### src/rxp_map.svh
// Named offsets, field positions and timing counts for the receive port
`ifndef RXP_MAP_SVH
`define RXP_MAP_SVH

// Core clock and receive clock rates in kHz
`define RXP_CLK_KHZ        250000
`define RXP_FAST_KHZ       25000
`define RXP_SLOW_KHZ       2500
`define RXP_DIV_W          6
// Core cycles per receive clock half period
`define RXP_FAST_HALF      (6'(`RXP_CLK_KHZ / (2 * `RXP_FAST_KHZ)))
`define RXP_SLOW_HALF      (6'(`RXP_CLK_KHZ / (2 * `RXP_SLOW_KHZ)))
`define RXP_DIV_ONE        6'h01
`define RXP_DIV_ZERO       6'h00

// Preamble and start-of-frame nibbles, in arrival order
`define RXP_NIB_PRE        4'h5
`define RXP_NIB_SFD        4'hD
`define RXP_NIB_ZERO       4'h0

// Cycles the strap capture window outlasts reset
`define RXP_STRAP_HOLD     2'h3
`define RXP_STRAP_DONE     2'h0
`define RXP_STRAP_STEP     2'h1

// Buffer shape
`define RXP_FIFO_DEPTH     8
`define RXP_WORD_W         7

`endif

### src/rxp_pkg.sv
// Types shared by the receive port modules
package rxp_pkg;

	// One buffered receive code-group
	typedef struct packed {
		logic       last;
		logic       err;
		logic [4:0] sym;
	} rxp_word_s;

	// Drain sequencer states
	typedef enum logic [1:0] {
		RXP_IDLE,
		RXP_STREAM,
		RXP_HI
	} rxp_state_e;

endpackage

### src/rxp_stream_if.sv
// Valid/ready word stream between the receive port modules
`timescale 1ns/1ps

interface rxp_stream_if;
	logic              valid;
	logic              ready;
	rxp_pkg::rxp_word_s data;

	// Producer side
	modport src (output valid, output data, input ready);
	// Consumer side
	modport snk (input valid, input data, output ready);
endinterface

### src/rxp_port.sv
// Transceiver-side MII/RMII receive port with configuration strap capture
`timescale 1ns/1ps
`include "rxp_map.svh"

module rxp_port (
	// Clock, reset and enable
	input  wire logic       CLK,
	input  wire logic       RST_B,
	input  wire logic       CE,
	input  wire logic       SYS_RESET,
	// Decoded receive stream from the core
	input  wire logic       CORE_VALID,
	output logic            CORE_READY,
	input  wire logic [4:0] CORE_SYMBOL,
	input  wire logic       CORE_ERR,
	input  wire logic       CORE_LAST,
	// Line status from the core
	input  wire logic       CORE_CARRIER,
	input  wire logic       CORE_COLLISION,
	input  wire logic       CORE_LPI,
	input  wire logic       TX_ACTIVE,
	// Operating configuration
	input  wire logic       SPEED_100,
	input  wire logic       FULL_DUPLEX,
	input  wire logic       EEE_EN,
	input  wire logic       SYMBOL_MODE,
	// Reduced interface reference clock
	input  wire logic       REF_CLK,
	// Receive pins toward the controller
	output logic [3:0]      RXD,
	output logic            RXER_RXD4,
	output logic            RXDV,
	output logic            RXCLK,
	output logic            CRS,
	output logic            COL_CRSDV,
	output logic            PIN_OE,
	// Configuration strap pins
	input  wire logic       MGMT_ADDR_STRAP_BIT0,
	input  wire logic       MGMT_ADDR_STRAP_BIT1,
	input  wire logic       MGMT_ADDR_STRAP_BIT2,
	input  wire logic       DEFAULT_OP_STRAP_BIT0,
	input  wire logic       DEFAULT_OP_STRAP_BIT1,
	input  wire logic       DEFAULT_OP_STRAP_BIT2,
	input  wire logic       REDUCED_IFACE_SELECT_STRAP,
	// Latched configuration
	output logic [2:0]      MGMT_ADDR,
	output logic [2:0]      DEFAULT_MODE,
	output logic            RMII_MODE,
	// Management address check
	input  wire logic [2:0] SMI_ADDR,
	output logic            SMI_ADDR_HIT
);

	// Picks one dibit of a nibble, low half first on the wire
	function automatic logic [1:0] rxp_dibit(input logic [3:0] nib, input logic hi);
		rxp_dibit = hi ? nib[3:2] : nib[1:0];
	endfunction

	rxp_stream_if in_if ();
	rxp_stream_if out_if ();

	logic [6:0]           strap_raw;
	logic [6:0]           strap_s;
	logic                 ref_s;
	logic                 ref_d;
	logic [1:0]           strap_hold;
	logic                 pin_oe;
	logic [`RXP_DIV_W-1:0] div_cnt;
	logic                 rxclk_q;
	rxp_pkg::rxp_state_e  state;
	rxp_pkg::rxp_state_e  next_state;
	logic [3:0]           cur_nib;
	logic                 cur_gate;
	logic                 cur_err;
	logic [3:0]           prev_nib;
	logic                 sfd_seen;

	// Strap pins and reference clock come from outside the clock domain
	assign strap_raw = {REDUCED_IFACE_SELECT_STRAP,
		DEFAULT_OP_STRAP_BIT2, DEFAULT_OP_STRAP_BIT1, DEFAULT_OP_STRAP_BIT0,
		MGMT_ADDR_STRAP_BIT2, MGMT_ADDR_STRAP_BIT1, MGMT_ADDR_STRAP_BIT0};

	rxp_sync #(
		.W (7)
	) u_strap_sync (
		.clk   (CLK),
		.rst_b (1'b1),
		.ce    (CE),
		.d     (strap_raw),
		.q     (strap_s)
	);

	rxp_sync #(
		.W (1)
	) u_ref_sync (
		.clk   (CLK),
		.rst_b (RST_B),
		.ce    (CE),
		.d     (REF_CLK),
		.q     (ref_s)
	);

	// Receive buffer between the core and the pin sequencer
	rxp_fifo #(
		.W (`RXP_WORD_W),
		.D (`RXP_FIFO_DEPTH)
	) u_fifo (
		.clk   (CLK),
		.rst_b (RST_B),
		.ce    (CE),
		.wr    (in_if),
		.rd    (out_if)
	);

	// Core stream into the buffer
	assign in_if.valid     = CORE_VALID;
	assign in_if.data.last = CORE_LAST;
	assign in_if.data.err  = CORE_ERR;
	assign in_if.data.sym  = CORE_SYMBOL;
	assign CORE_READY      = in_if.ready;

	// Strap window covers reset plus synchroniser latency
	wire any_reset    = ~RST_B | SYS_RESET;
	wire strap_window = any_reset | (strap_hold != `RXP_STRAP_DONE);

	// Strap window counter and pin drive enable
	always_ff @(posedge CLK) begin
		if (any_reset) begin
			strap_hold <= `RXP_STRAP_HOLD;
			pin_oe     <= 1'b0;
		end else if (CE) begin
			if (strap_hold != `RXP_STRAP_DONE) begin
				strap_hold <= strap_hold - `RXP_STRAP_STEP;
			end
			pin_oe <= (strap_hold == `RXP_STRAP_DONE);
		end
	end

	// Latch straps only inside the window, hold them afterwards
	always_ff @(posedge CLK) begin
		if (CE && strap_window) begin
			MGMT_ADDR    <= strap_s[2:0];
			DEFAULT_MODE <= strap_s[5:3];
			RMII_MODE    <= strap_s[6];
		end
	end

	// Management address compare against the latched address
	always_ff @(posedge CLK) begin
		if (!RST_B) begin
			SMI_ADDR_HIT <= 1'b0;
		end else if (CE) begin
			SMI_ADDR_HIT <= pin_oe & (SMI_ADDR == MGMT_ADDR);
		end
	end

	// Receive clock divider, half period chosen by speed
	wire [`RXP_DIV_W-1:0] half = SPEED_100 ? `RXP_FAST_HALF : `RXP_SLOW_HALF;
	wire div_wrap = (div_cnt >= half - `RXP_DIV_ONE);
	wire mii_fall = ~RMII_MODE & div_wrap & rxclk_q;
	wire ref_rise = RMII_MODE & ref_s & ~ref_d;
	wire tick     = pin_oe & (mii_fall | ref_rise);

	// Divider and reference edge history
	always_ff @(posedge CLK) begin
		if (!RST_B) begin
			div_cnt <= `RXP_DIV_ZERO;
			rxclk_q <= 1'b0;
			ref_d   <= 1'b0;
		end else if (CE) begin
			ref_d <= ref_s;
			if (RMII_MODE || !pin_oe) begin
				div_cnt <= `RXP_DIV_ZERO;
				rxclk_q <= 1'b0;
			end else if (div_wrap) begin
				div_cnt <= `RXP_DIV_ZERO;
				rxclk_q <= ~rxclk_q;
			end else begin
				div_cnt <= div_cnt + `RXP_DIV_ONE;
			end
		end
	end
	assign RXCLK = rxclk_q;

	// Drain decode
	rxp_pkg::rxp_word_s head;
	assign head = out_if.data;
	wire have       = out_if.valid;
	wire take       = tick & have & (state != rxp_pkg::RXP_HI);
	wire ten_rmii   = RMII_MODE & ~SPEED_100;
	wire echo_block = ten_rmii & ~FULL_DUPLEX & TX_ACTIVE;
	wire sfd_hit    = take & ten_rmii & (prev_nib == `RXP_NIB_PRE)
		& (head.sym[3:0] == `RXP_NIB_SFD);
	wire gate_now   = echo_block | (ten_rmii & ~(sfd_seen | sfd_hit));
	wire frame_end  = take & head.last;
	assign out_if.ready = take;

	// Sequencer next state
	always_comb begin
		next_state = state;
		case (state)
			rxp_pkg::RXP_IDLE: begin
				if (take) begin
					next_state = RMII_MODE ? rxp_pkg::RXP_HI : rxp_pkg::RXP_STREAM;
				end
			end
			rxp_pkg::RXP_STREAM: begin
				if (take) begin
					next_state = RMII_MODE ? rxp_pkg::RXP_HI : rxp_pkg::RXP_STREAM;
				end else if (tick) begin
					next_state = rxp_pkg::RXP_IDLE;
				end
			end
			rxp_pkg::RXP_HI: begin
				if (tick) begin
					next_state = rxp_pkg::RXP_STREAM;
				end
			end
			default: begin
				next_state = rxp_pkg::RXP_IDLE;
			end
		endcase
	end

	// Sequencer state and frame tracking
	always_ff @(posedge CLK) begin
		if (!RST_B) begin
			state    <= rxp_pkg::RXP_IDLE;
			prev_nib <= `RXP_NIB_ZERO;
			sfd_seen <= 1'b0;
			cur_nib  <= `RXP_NIB_ZERO;
			cur_gate <= 1'b0;
			cur_err  <= 1'b0;
		end else if (CE) begin
			state <= next_state;
			if (take) begin
				cur_nib  <= head.sym[3:0];
				cur_gate <= gate_now;
				cur_err  <= head.err;
			end
			if (frame_end) begin
				prev_nib <= `RXP_NIB_ZERO;
				sfd_seen <= 1'b0;
			end else if (take) begin
				prev_nib <= head.sym[3:0];
				sfd_seen <= sfd_seen | sfd_hit;
			end
		end
	end

	// Per-mode pin values, presented on the next tick
	wire [3:0] mii_rxd   = take ? head.sym[3:0] : `RXP_NIB_ZERO;
	wire       mii_err   = take ? head.err : (EEE_EN & CORE_LPI);
	wire       mii_er4   = SYMBOL_MODE ? (take & head.sym[4]) : mii_err;
	wire [1:0] lo_dibit  = gate_now ? 2'h0 : rxp_dibit(head.sym[3:0], 1'b0);
	wire [1:0] hi_dibit  = cur_gate ? 2'h0 : rxp_dibit(cur_nib, 1'b1);
	wire       in_hi     = (state == rxp_pkg::RXP_HI);
	wire [1:0] rmii_rxd  = take ? lo_dibit : (in_hi ? hi_dibit : 2'h0);
	wire       rmii_err  = ~echo_block & (take ? head.err : (in_hi & cur_err));
	wire       rmii_crs  = ~echo_block & (CORE_CARRIER | take | in_hi);

	// Pin registers; MII updates land on the falling receive clock edge
	always_ff @(posedge CLK) begin
		if (!RST_B) begin
			RXD       <= `RXP_NIB_ZERO;
			RXER_RXD4 <= 1'b0;
			RXDV      <= 1'b0;
			CRS       <= 1'b0;
			COL_CRSDV <= 1'b0;
		end else if (CE) begin
			if (!pin_oe) begin
				RXD       <= `RXP_NIB_ZERO;
				RXER_RXD4 <= 1'b0;
				RXDV      <= 1'b0;
				CRS       <= 1'b0;
				COL_CRSDV <= 1'b0;
			end else if (tick && RMII_MODE) begin
				RXD       <= {2'h0, rmii_rxd};
				RXER_RXD4 <= rmii_err;
				RXDV      <= 1'b0;
				CRS       <= 1'b0;
				COL_CRSDV <= rmii_crs;
			end else if (tick) begin
				RXD       <= mii_rxd;
				RXER_RXD4 <= mii_er4;
				RXDV      <= take;
				CRS       <= CORE_CARRIER;
				COL_CRSDV <= CORE_COLLISION;
			end
		end
	end

	// Pins are driven once the strap window has closed
	assign PIN_OE = pin_oe;

endmodule // rxp_port

### src/rxp_sync.sv
// Two flip-flop synchroniser for pin-level inputs
`timescale 1ns/1ps

module rxp_sync #(
	parameter int W = 1
) (
	input  wire logic         clk,
	input  wire logic         rst_b,
	input  wire logic         ce,
	input  wire logic [W-1:0] d,
	output logic      [W-1:0] q
);
	logic [W-1:0] meta;

	// First stage feeds only the second stage
	always_ff @(posedge clk) begin
		if (!rst_b) begin
			meta <= '0;
			q    <= '0;
		end else if (ce) begin
			meta <= d;
			q    <= meta;
		end
	end
endmodule // rxp_sync

### src/rxp_fifo.sv
// Word FIFO with registered read stage and registered room flag
`timescale 1ns/1ps
`include "rxp_map.svh"

module rxp_fifo #(
	parameter int W = `RXP_WORD_W,
	parameter int D = `RXP_FIFO_DEPTH
) (
	input  wire logic   clk,
	input  wire logic   rst_b,
	input  wire logic   ce,
	rxp_stream_if.snk   wr,
	rxp_stream_if.src   rd
);
	localparam int AW = $clog2(D);

	logic [W-1:0] mem [D];
	logic [AW-1:0] wptr;
	logic [AW-1:0] rptr;
	logic [AW:0]   cnt;
	logic [AW:0]   next_cnt;
	logic          room;
	logic          out_valid;
	logic [W-1:0]  out_data;
	logic          push;
	logic          load;

	// Handshake decode
	assign push     = wr.valid & room;
	assign load     = (cnt != '0) & (~out_valid | rd.ready);
	assign next_cnt = cnt + (AW+1)'(push) - (AW+1)'(load);
	assign wr.ready = room;
	assign rd.valid = out_valid;
	assign rd.data  = out_data;

	// Storage array, no reset needed
	always_ff @(posedge clk) begin
		if (ce && push) begin
			mem[wptr] <= wr.data;
		end
	end

	// Pointers, count and registered read word
	always_ff @(posedge clk) begin
		if (!rst_b) begin
			wptr      <= '0;
			rptr      <= '0;
			cnt       <= '0;
			room      <= 1'b0;
			out_valid <= 1'b0;
			out_data  <= '0;
		end else if (ce) begin
			cnt  <= next_cnt;
			room <= (next_cnt != (AW+1)'(D));
			if (push) begin
				wptr <= wptr + 1'b1;
			end
			if (load) begin
				rptr      <= rptr + 1'b1;
				out_data  <= mem[rptr];
				out_valid <= 1'b1;
			end else if (rd.ready) begin
				out_valid <= 1'b0;
			end
		end
	end
endmodule // rxp_fifo

### config.mk
export PLATFORM = sky130hd
export DESIGN_NAME = rxp_port
export DESIGN_NICKNAME = d
export VERILOG_FILES = /design/src/rxp_pkg.sv /design/src/rxp_stream_if.sv /design/src/rxp_port.sv /design/src/rxp_sync.sv /design/src/rxp_fifo.sv
export VERILOG_INCLUDE_DIRS = /design/src
export SDC_FILE = /design/constraint.sdc
export NUM_CORES = 1
export LEC_CHECK = 0
export BUFFER_PORTS_ARGS = -buffer_cell sky130_fd_sc_hd__buf_2
export CAP_MARGIN = 20
export CORE_MARGIN = 3
export CORE_UTILIZATION = 60
export DETAILED_ROUTE_END_ITERATION = 10
export HOLD_SLACK_MARGIN = 0.03
export PLACE_DENSITY = 0.89
export SYNTH_ARGS = -nofsm -noshare
export SYNTH_HDL_FRONTEND = slang
export SYNTH_SLANG_ARGS = --single-unit
### constraint.sdc
create_clock -name CLK -period 6.39 [get_ports CLK]
set_input_delay 0.639 -clock CLK [delete_from_list [all_inputs] [get_ports CLK]]
set_output_delay 0.639 -clock CLK [all_outputs]
set_load 0.05 [all_outputs]
Word-level counts from Yosys, hierarchy flattened

Memories as Yosys holds them, arrays and structs flattened. A register that Yosys moved wholly into a read port is not among the register bits.
Cells that the tools add are included.

Add/subtract/negate cells: 7
$lt $le $gt $ge: 1
Equal/unequal tests: 11
Mux-type cells: 42
Bitwise gates (word level): 40
Reductions and logical operators: 22

Operators by type and width:

| cell                                                                  | number |
|---|---|
| 4-bit 2-to-1 mux                                                      | 6 |
| 1-bit AND                                                             | 23 |
| 1-bit 2-to-1 mux                                                      | 23 |
| 2-bit 2-to-1 mux                                                      | 9 |
| 6-bit 2-to-1 mux                                                      | 3 |
| 2-bit AND reduction                                                   | 8 |
| 1-bit inverter                                                        | 9 |
| 1-bit bitwise OR                                                      | 8 |
| 2-bit nonzero test                                                    | 4 |
| 3-bit by 1-bit adder with 3-bit output, second input constant         | 2 |
| 6-bit by 1-bit adder with 6-bit output, second input constant         | 1 |
| 6-bit >= comparator                                                   | 1 |
| 2-bit inequality test, second input constant                          | 3 |
| 2-bit one-hot mux with 3 select lines                                 | 1 |
| 6-bit by 1-bit subtractor with 6-bit output, second input constant    | 1 |
| 4-bit by 1-bit adder with 4-bit output                                | 1 |
| 4-bit by 3-bit equality test with 1-bit output, second input constant | 1 |
| 4-bit equality test, second input constant                            | 1 |
| 2-bit zero test                                                       | 2 |
| 4-bit inequality test, second input constant                          | 1 |
| 4-bit AND reduction                                                   | 1 |
| 4-bit nonzero test                                                    | 1 |
| 4-bit by 1-bit subtractor with 4-bit output                           | 1 |
| 3-bit equality test                                                   | 1 |
| 8 further kinds                                                       | 11 |

Flip-flop bits (word level): 68
Bits in writable memories: 56
Output and inout bits: 19
Logic and storage cells: 153
Memories kept: 1

Memory list:

| name       | depth | width | read ports | clocked after memory_dff | write ports | line           | source |
|---|---|---|---|---|---|---|---|
| u_fifo.mem | 8     | 7     | 1          | 1                        | 1           | rxp_fifo.sv:17 | `logic [W-1:0] mem [D];` |

Depth between registers and ports, before layout

Gate-level depths: netlist of the first run.

Depth in word-level cells: 20
Mapped depth: 14
Mapped depth without buffers: 14

Modules after synthesis

A second synthesis of the first run with hierarchy kept.

Cell total of the unflattened synthesis: 443
Area, all modules: 5,555.3 um^2

Modules (own cells, without submodules):

| module                   | instances | cells an instance | area each (um^2) | sequential area each (um^2) |
|---|---|---|---|---|
| rxp_fifo                 | 1         | 185               | 3,010.4          | 2,062.0 |
| rxp_port                 | 1         | 207               | 1,929.4          | 830.8 |
| rxp_sync at u_strap_sync | 1         | 45                | 543.0            | 280.3 |
| rxp_sync at u_ref_sync   | 1         | 6                 | 72.6             | 40.0 |

Worst setup path before layout of the first run

OpenSTA, ideal clock, no wires.

Kind: input to register
Start: in SPEED_100
End: reg u_fifo.room (netlist: u_fifo.wr.ready)
Library setup time: 146 ps
Arrival: 2,965 ps
Data required time: 6,244 ps
Setup slack: 3,280 ps
Stages: 13
Cells stage by stage: ha_1 o21ai_0 nor3b_1 o21ai_1 a32oi_1 ha_1 inv_1 ha_1 inv_1 fa_1 xnor2_1 nor3b_1 a31oi_1

Cells in the longest elaborated chain, start to end: 13

Ends and longest elaborated chain:

| item                                                  | line            | source |
|---|---|---|
| from (decl)                                           | rxp_port.sv:23  | `input wire logic SPEED_100,` |
| 6-bit 2-to-1 mux (no line)                            | n/a             |  |
| 6-bit by 1-bit subtractor with 6-bit output (no line) | n/a             |  |
| 6-bit >= comparator (no line)                         | n/a             |  |
| 1-bit AND (2 in a row)                                | rxp_port.sv:160 | `wire mii_fall = ~RMII_MODE & div_wrap & rxclk_q;` |
| 1-bit bitwise OR                                      | rxp_port.sv:162 | `wire tick = pin_oe & (mii_fall \| ref_rise);` |
| 1-bit AND                                             | rxp_port.sv:162 |  |
| 1-bit AND (2 in a row)                                | rxp_port.sv:189 | `wire take = tick & have & (state != rxp_pkg::RXP_HI);` |
| 1-bit bitwise OR                                      | rxp_fifo.sv:30  | `assign load = (cnt != '0) & (~out_valid \| rd.ready);` |
| 1-bit AND                                             | rxp_fifo.sv:30  |  |
| net u_fifo.load                                       | rxp_fifo.sv:26  | `logic load;` |
| 4-bit by 1-bit subtractor with 4-bit output           | rxp_fifo.sv:31  | `assign next_cnt = cnt + (AW+1)'(push) - (AW+1)'(load);` |
| 4-bit inequality test                                 | rxp_fifo.sv:54  | `room <= (next_cnt != (AW+1)'(D));` |
| to (signal assigned)                                  | rxp_fifo.sv:54  |  |
| to (decl)                                             | rxp_fifo.sv:22  | `logic room;` |

The timed path passes the listed nets, and every way through them passes these cells.
A chain may end at the register's enable or synchronous reset.

Final worst setup path of the first run

Start: reg div_cnt[4]
End: reg u_fifo.room (netlist: u_fifo.wr.ready)

Cells in the longest elaborated chain, start to end: 11

Ends and longest elaborated chain:

| item                                        | line            | source |
|---|---|---|
| from (decl)                                 | rxp_port.sv:68  | `` logic [`RXP_DIV_W-1:0] div_cnt; `` |
| from (signal assigned)                      | rxp_port.sv:167 | `` div_cnt <= `RXP_DIV_ZERO; `` |
| from (signal assigned)                      | rxp_port.sv:173 | `` div_cnt <= `RXP_DIV_ZERO; `` |
| from (signal assigned)                      | rxp_port.sv:176 | `` div_cnt <= `RXP_DIV_ZERO; `` |
| 6-bit >= comparator (no line)               | n/a             |  |
| 1-bit AND (2 in a row)                      | rxp_port.sv:160 |  |
| 1-bit bitwise OR                            | rxp_port.sv:162 |  |
| 1-bit AND                                   | rxp_port.sv:162 |  |
| 1-bit AND (2 in a row)                      | rxp_port.sv:189 |  |
| 1-bit bitwise OR                            | rxp_fifo.sv:30  |  |
| 1-bit AND                                   | rxp_fifo.sv:30  |  |
| net u_fifo.load                             | rxp_fifo.sv:26  |  |
| 4-bit by 1-bit subtractor with 4-bit output | rxp_fifo.sv:31  |  |
| 4-bit inequality test                       | rxp_fifo.sv:54  |  |

The timed path passes the listed nets, and every way through them passes these cells.

==> flow_summary.ini, run 1 <==
[run_status]
status = finished clean

[setup_path]
criticalPathCategory = register to register
r2r_end = u_fifo.wr.ready
slowest_delay_ps = 370
r2r_start = div_cnt[4]
ff2ff_setup_slack_ps = 3310
cpMostUsedCell = ha_1
crit_path_end_kind = register
critPathBufInv = 2
slowest_stage = fa_1
arrival_ps = 3440
cp_data_required_time_ps = 6750
r2r_cells = 13
critPathMaxFanout = 3
cpLargestDelayFamily = adder cells
worstSetupStartpoint = div_cnt[4]
crit_chain = ha_1 > o21ai_0 > nor3b_1 > o21ai_1 > a32oi_1 > ha_1 > inv_1 > ha_1 > inv_1 > fa_1 > xnor2_1 > nor3b_1 > a31oi_1
start_kind = register

[sta]
finalSetupViolCount = 0
tns_ps = 0
worst_pin_slew_ps = 785
rsz0062_at_grt = false
slew_viol_final = 0
finalCritPeriodShare = 0.481
hold_viol_final = 0
min_period_ps = 3080
fin_skew_ps = 6.42
slew_headroom = 0.476
timing.fmax_ghz = 0.325

[clock_tree]
post_cts_resized = 0
cts-root-buf = clkbuf_8
postCtsSetupBuffers = 0
cts_hold_buf = 0
cts-buffers-inserted = 17
clock_latency_ps = 510
cts_tree = yes
cts_sinks = 129
htreeDepth = 4
clk_path_buf_depth = 2
clk_pin_slew_ps = 60

[pwr]
leakagePower_nw = 2.30
vdd_ir_drop_max_mv = 0.266
p_per_area_nw_per_um2 = 363

[die]
num_rows = 33
dieArea_sq_um = 10100
core_area_sq_um = 8460
io_pins = 50
die_x_um = 101
start_util = 0.633
die_height_um = 101

[final_layout]
final_util = 0.738
nNetsFinal = 502
layout.cells.non_filler = 574
drive_gt1_frac = 0.237
fill_cells = 533
antenna_cells = 0
area_growth_pct = 16.5

[worst_hold_path]
hold_path_depth = 1
hold_end = u_strap_sync.meta[6]
min_from = REDUCED_IFACE_SELECT_STRAP
hold_path_class = input port to register

[route]
drc = 0
met1_length_um = 4090
drt_first_pass_iters = 4
routedWlPerCell_um = 17.2
wl_met3_um = 532
highest_layer = met4
vias = 3388
vias_per_cell = 5.90
wirelength_um = 9890
ant_nets = 0
wl_met2_um = 5030
drt_iter0_drc = 184

[placement]
dpl.hpwl_um = 6540
gp_congestion = 0.821
dp_cells = 542
io_buffers = 49

[synthesis]
synth.most_common_cell = edfxtp_1
syn_nets = 446
synth_seq_area_share = 0.625
synth-edff-count = 77
async_flop_share = 0
synth_area_leader_cell = edfxtp_1
synth.avg_cell_area_sq_um = 13.4
synthTopCellsByCount = edfxtp_1 (77), dfxtp_1 (52), nor2_1 (40), nand2_1 (35), mux2i_1 (17)
synth_ff_type = edfxtp_1
synth-warning-count = 0
ys_types = 58
synth_top_area_frac = 0.431
synth_seq_cells = 129
syn_inst = 401
synth.top_cells.by_area = edfxtp_1 (43%), dfxtp_1 (19%), mux4_2 (5.9%), mux2i_1 (3.2%), ha_1 (3.0%)
synthesis.area_sq_um = 5360

[global_route]
antenna_found_initial = 0
grt_pass1_vias = 3312
grt_max_degree = 49
grt_use_total = 0.211
grt_pass1_wl_um = 16200
overflow = 0

[job]
max_cap_viol_count = 0
-- how the worst max path moves through the flow --
stage,to,slack [ps],cells after the start
finish,u_fifo.wr.ready,3310,13
global route,u_fifo.wr.ready,3190,13
CTS,u_fifo.wr.ready,3340,13
detailed placement,u_fifo.wr.ready,2930,14
global placement,u_fifo.wr.ready,3050,14
floorplan,u_fifo.wr.ready,3280,13
-- cell families after synthesis --
| kind of cell | share of synthesized area |
|---|---|
| AO/OA/AOI/OAI | 0.0807 |
| adder cells (fa/ha/maj) | 0.0341 |
| multiplexers | 0.0926 |
| AND/OR/NAND/NOR | 0.117 |
| flip-flops | 0.625 |
| buffers and inverters | 0.0292 |
| XOR/XNOR | 0.0212 |
-- cells in the final DEF (no fill, tap or decap), types with 5 or more instances in the layout --
cell and n:
a211oi_1 8, a21oi_1 16, buf_2 49, clkbuf_16 16, dfxtp_1 52, edfxtp_1 77
ha_1 13, inv_1 16, mux2i_1 17, mux4_2 14, nand2_1 35, nand2b_1 7
nand4_1 5, nor2_1 40, nor3_1 6, o21ai_0 6, xnor2_1 5, xor2_1 8
-- per-stage QoR --
step,hold WS [ps],instance area (sq um),power (mW),setup WS [ps]
floorplan,400,5360,1.29,3280
global placement,400,5660,1.35,3050
detailed placement,406,5670,1.38,2930
CTS,288,6230,2.27,3340
global route,284,6240,2.38,3190
finish,304,6240,2.27,3310
-- power breakdown --
group / switching (mW) / total [mW] / leakage (nW) / internal (mW)
registers: 0.0655 / 0.999 / 1.13 / 0.933
logic: 0.190 / 0.375 / 0.902 / 0.185
clock network: 0.342 / 0.894 / 0.263 / 0.552
total: 0.597 / 2.27 / 2.30 / 1.67
-- area by class of cell --
class,instances,area [sq um],area share
clock buffers,18,418,0.0669
clock inverters,13,140,0.0224
inverters,16,60.1,0.00962
multi-input cells,239,1850,0.297
flip-flops and latches,129,3350,0.537
well taps,105,131,0.0210
repair buffers,54,290,0.0465
-- registers in the layout (all words and copies together), names as in the netlist, 2 cells and up --
name,cells
prev_nib,4
RXD,4
u_strap_sync.q,7
strap_hold,2
u_strap_sync.meta,7
div_cnt,6
u_fifo.rptr,3
state,2
u_fifo.rd.data,7
DEFAULT_MODE,3
cur_nib,2
u_fifo.wptr,3
MGMT_ADDR,3
u_fifo.mem,56
u_fifo.cnt,4
-- layer usage --
metal	global-route usage	up-vias
met5	0	-
met4	0.0891	0
met3	0.0561	21
met2	0.336	119
met1	0.275	1637
li1	-	1611
-- worst register-to-register path: stages (launching register included) --
cell and delay, ps:
dfxtp_1 330, ha_1 320, o21ai_0 320, nor3b_1 110, o21ai_1 250, a32oi_1 160, ha_1 310, inv_1 60
ha_1 160, inv_1 60, fa_1 370, xnor2_1 150, nor3b_1 220, a31oi_1 110
Power figures use the tool's default switching activity.
==> inputs of run 2 (changes only) <==
- CORE_UTILIZATION: 60 -> 59
- PLACE_DENSITY: 0.89 -> 0.88
- clock period: 6.39 -> 3.2 ns (I/O delays scaled with it)
==> run 2 against run 1 <==
Worst setup slack worse by 3100 ps. Critical path depth grew 1. Total power grew 100%. Sequential share of layout area decreased by 1.2 points. Critical path type unchanged. Highest routed layer unchanged.
==> flow_summary.ini, run 2 (synthesized netlist as in run 1, its figures left out) <==
[run_status]
status = finished clean

[placement]
pre_cts_ws_ps = 32.6
dpl.hpwl_um = 6530
io_buffers = 49
dp_cells = 547
gp_congestion = 0.822

[pwr]
comb_power_share = 0.177
clockPowerShare = 0.399
p_per_area_nw_per_um2 = 725
p_switching_mw = 1.26
leakagePower_nw = 2.37
p_seq_frac = 0.425
swShare = 0.272
internal_power_mw = 3.37
vdd_ir_drop_max_mv = 0.419

[global_route]
grt_pass1_vias = 3437
grt_use_total = 0.218
grt_max_degree = 40
overflow = 0
grt_pass1_wl_um = 17000
antenna_found_initial = 0

[final_layout]
layout_commonest_cell = edfxtp_1
top_register = u_fifo.mem
area_growth_pct = 19.1
final_cell_mix = edfxtp_1 (77), dfxtp_1 (52), buf_2 (49)
layout.cells.non_filler = 590
drive_gt1_frac = 0.243
antenna_cells = 0
largest_register_ffs = 56
nNetsFinal = 514

[setup_path]
start_kind = register
criticalPathCategory = register to register
crit_chain = inv_1 > ha_1 > nor3b_2 > o21ai_0 > nand3_1 > a32oi_1 > ha_1 > inv_1 > ha_1 > inv_1 > fa_1 > xnor2_2 > nor3b_2 > a31oi_1
critPathBufInv = 3
arrival_ps = 3370
crit_path_end_kind = register
slowest_stage = fa_1
cpLargestDelayFamily = adder cells
slowest_delay_ps = 400
critPathMaxFanout = 4
cp_data_required_time_ps = 3580

[route]
drt_first_pass_iters = 4
routedWlPerCell_um = 17.5
vias_per_cell = 5.75
drc = 0
drt_iter0_drc = 146
ant_nets = 0
vias = 3393
wirelength_um = 10300

[sta]
worst_pin_slew_ps = 735
slew_headroom = 0.508
finalCritPeriodShare = 0.936
finalSetupViolCount = 0
fin_skew_ps = 8.96
timing.fmax_ghz = 0.334
setup_ws_ps = 206
tns_ps = 0
slew_viol_final = 0
min_period_ps = 2990
rsz0062_at_grt = false
hold_viol_final = 0

[die]
die_height_um = 101
num_rows = 34
io_pins = 50
dieArea_sq_um = 10300
die_x_um = 101
core_area_sq_um = 8760
start_util = 0.612

[clock_tree]
cts_sinks = 129
cts-buffers-inserted = 17
cts_tree = yes
clk_path_buf_depth = 2
clock_latency_ps = 520
clk_pin_slew_ps = 60
htreeDepth = 4
cts-root-buf = clkbuf_8

[worst_hold_path]
hold_path_class = input port to register

[job]
max_cap_viol_count = 0
-- run 2: cell types whose count changed in the layout (fill, tap and decap cells not counted), moves of 2 or more --
cell and change:
clkinvlp_4 -2, dlygate4sd3_1 +9, buf_4 +4, inv_6 +2, clkinv_2 -2
-- run 2: metrics by stage --
step / hold WS [ps] / total power [mW] / area [sq um] / utilization
2_1_floorplan: 397 / 2.58 / 5360 / -
3_3_place_gp: 406 / 2.71 / 5690 / 0.649
3_5_place_dp: 405 / 2.76 / 5690 / 0.649
4_1_cts: 62.1 / 4.63 / 6350 / 0.725
5_1_grt: 78.2 / 4.85 / 6390 / 0.729
6_report: 79.1 / 4.63 / 6390 / 0.729
-- run 2: cell type report --
class                   instances  area, sq um
clock buffers                  18          418
clock inverters                14          156
fillers                       563         2380
inverters                      16         60.1
multi-input cells             239         1870
flip-flops and latches        129         3350
well taps                     108          135
repair buffers                 66          395
-- run 2: power groups by stage --
stage	Clock [mW]	Sequential (mW)	Combinational, mW
floorplan	0	1.99	0.587
global placement	0	1.99	0.719
detailed placement	0	2.00	0.760
CTS	1.87	1.97	0.792
global route	1.95	1.98	0.916
finish	1.85	1.97	0.818
-- run 2: final timing paths --
check | cells past startpoint | startpoint | slack, ps | end
setup / recovery | 14 | div_cnt[0] | 210 | u_fifo.wr.ready
hold / removal | 1 | CORE_LAST | 80 | u_fifo.mem[2][6]
setup reg to reg | 14 | div_cnt[0] | 210 | u_fifo.wr.ready
hold reg to reg | 0 | u_strap_sync.meta[5] | 420 | u_strap_sync.q[5]
-- run 2: per-layer routing --
metal / track usage / part of all wire / up-vias
li1: - / - / 1630
met1: 0.277 / 0.43 / 1626
met2: 0.357 / 0.50 / 112
met3: 0.0661 / 0.057 / 25
met4: 0.0818 / 0.020 / 0
met5: 0 / 0 / -
-- run 2: repair_timing --
item	CTS	global route
gates resized for setup	0	4
hold buffers	9	0
buffers inserted	0	2
endpoints found under the setup margin	0	2
hold endpoints to repair	9	0
==> inputs of run 3 (changes only) <==
- CORE_UTILIZATION: 59 -> 40
- PLACE_DENSITY: 0.88 -> 0.66
- RECOVER_POWER: default -> 50
==> run 3 against run 2 <==
Critical path type unchanged. First-iteration DRC count up 75%. Total power up 3.5%. Hold slack better by 7.4 ps. Register-to-register slack better by 70 ps.
==> flow_summary.ini, run 3 (synthesized netlist as in run 1, its figures left out) <==
[sta]
whs_ps = 86.5
min_period_ps = 2930
tns_ps = 0
hold_viol_final = 0
finalCritPeriodShare = 0.915
worst_pin_slew_ps = 802
rsz0062_at_grt = false
slew_viol_final = 0
fin_skew_ps = 8.60
setup_ws_ps = 272
timing.fmax_ghz = 0.342
finalSetupViolCount = 0
slew_headroom = 0.463

[pwr]
p_per_area_nw_per_um2 = 748
p_total_mw = 4.80
leakagePower_nw = 2.29
vdd_ir_drop_max_mv = 0.587

[die]
core_area_sq_um = 12900
die_height_um = 122
die_x_um = 122
num_rows = 41
start_util = 0.416
dieArea_sq_um = 14800
io_pins = 50

[final_layout]
drive_gt1_frac = 0.203
layout_commonest_cell = edfxtp_1
seq_area_sq_um = 3350
top_register = u_fifo.mem
final_cell_mix = edfxtp_1 (77), dfxtp_1 (52), nor2_1 (40)
final_util = 0.498
fill_cells = 1080
layout.cells.non_filler = 645
largest_register_ffs = 56
antenna_cells = 0
area_growth_pct = 19.5
stdcell_area_sq_um = 6410
multi_input_area_sq_um = 1850
nNetsFinal = 506

[run_status]
status = finished clean

[clock_tree]
cts_sinks = 129
cts-root-buf = clkbuf_16
clock_latency_ps = 420
postCtsSetupBuffers = 0
cts_hold_buf = 0
htreeDepth = 4
cts_tree = yes
cts-buffers-inserted = 17
post_cts_resized = 0
clk_path_buf_depth = 2
clk_pin_slew_ps = 60

[route]
wirelength_um = 10300
routedWlPerCell_um = 16.0
drt_first_pass_iters = 4
drc = 0
ant_nets = 0
vias = 3313
drt_iter0_drc = 255
vias_per_cell = 5.14

[placement]
pre_cts_ws_ps = 137
gp_congestion = 0.787
postPlaceCellArea_sq_um = 5790
dp_cells = 614
io_buffers = 49
dpl.hpwl_um = 6960

[worst_hold_path]
hold_path_depth = 1
min_from = MGMT_ADDR_STRAP_BIT1
hold_end = u_strap_sync.meta[1]
hold_path_class = input port to register

[global_route]
grt_pass1_vias = 3350
grt_pass1_wl_um = 16800
overflow = 0
antenna_found_initial = 0
grt_max_degree = 45
grt_use_total = 0.150

[job]
max_cap_viol_count = 0

[setup_path]
worstSetupStartpoint = div_cnt[4]
ff2ff_setup_slack_ps = 270
r2r_start = div_cnt[4]
critPathMaxFanout = 3
criticalPathCategory = register to register
arrival_ps = 3200
r2r_cells = 13
cp_data_required_time_ps = 3470
start_kind = register
crit_path_end_kind = register
r2r_end = u_fifo.wr.ready
[run 3: final cells by class]
| type | instances | share of cell area |
|---|---|---|
| Clock buffer | 17 | 0.0664 |
| Clock inverter | 14 | 0.0332 |
| Inverter | 16 | 0.00937 |
| Multi-Input combinational cell | 239 | 0.289 |
| Sequential cell | 129 | 0.523 |
| Tap cell | 172 | 0.0336 |
| Timing Repair Buffer | 58 | 0.0451 |
[run 3: critical path, stage by stage (launching register included)]
cell and delay (ps):
dfxtp_1 330, ha_1 330, o21ai_0 310, nor3b_1 100, o21ai_1 160, a32oi_1 130
ha_1 310, inv_1 60, ha_1 160, inv_1 50, fa_1 380, xnor2_1 160
nor3b_1 200, a31oi_1 110
[run 3: report_power, final]
part           internal [mW]  switching (mW)  leakage [nW]
clock                   1.37           0.702         0.303
combinational          0.363           0.397         0.853
sequential              1.86          0.0954          1.13
[run 3: routing by layer]
metal | vias to the layer above | global-route usage | routed length (um)
met5 | - | 0 | 0
met4 | 0 | 0.0686 | 140
met3 | 12 | 0.0529 | 774
met2 | 104 | 0.233 | 4840
met1 | 1583 | 0.187 | 4580
li1 | 1614 | - | -
[run 3: worst max-delay path by stage]
stage                                  to  slack, ps  cells past startpoint
final                     u_fifo.wr.ready        270                     13
after CTS                 u_fifo.wr.ready        260                     14
after global routing      u_fifo.wr.ready          7                     14
after floorplan           u_fifo.wr.ready        280                     13
after global placement    u_fifo.wr.ready        270                     15
after detailed placement  u_fifo.wr.ready        140                     15
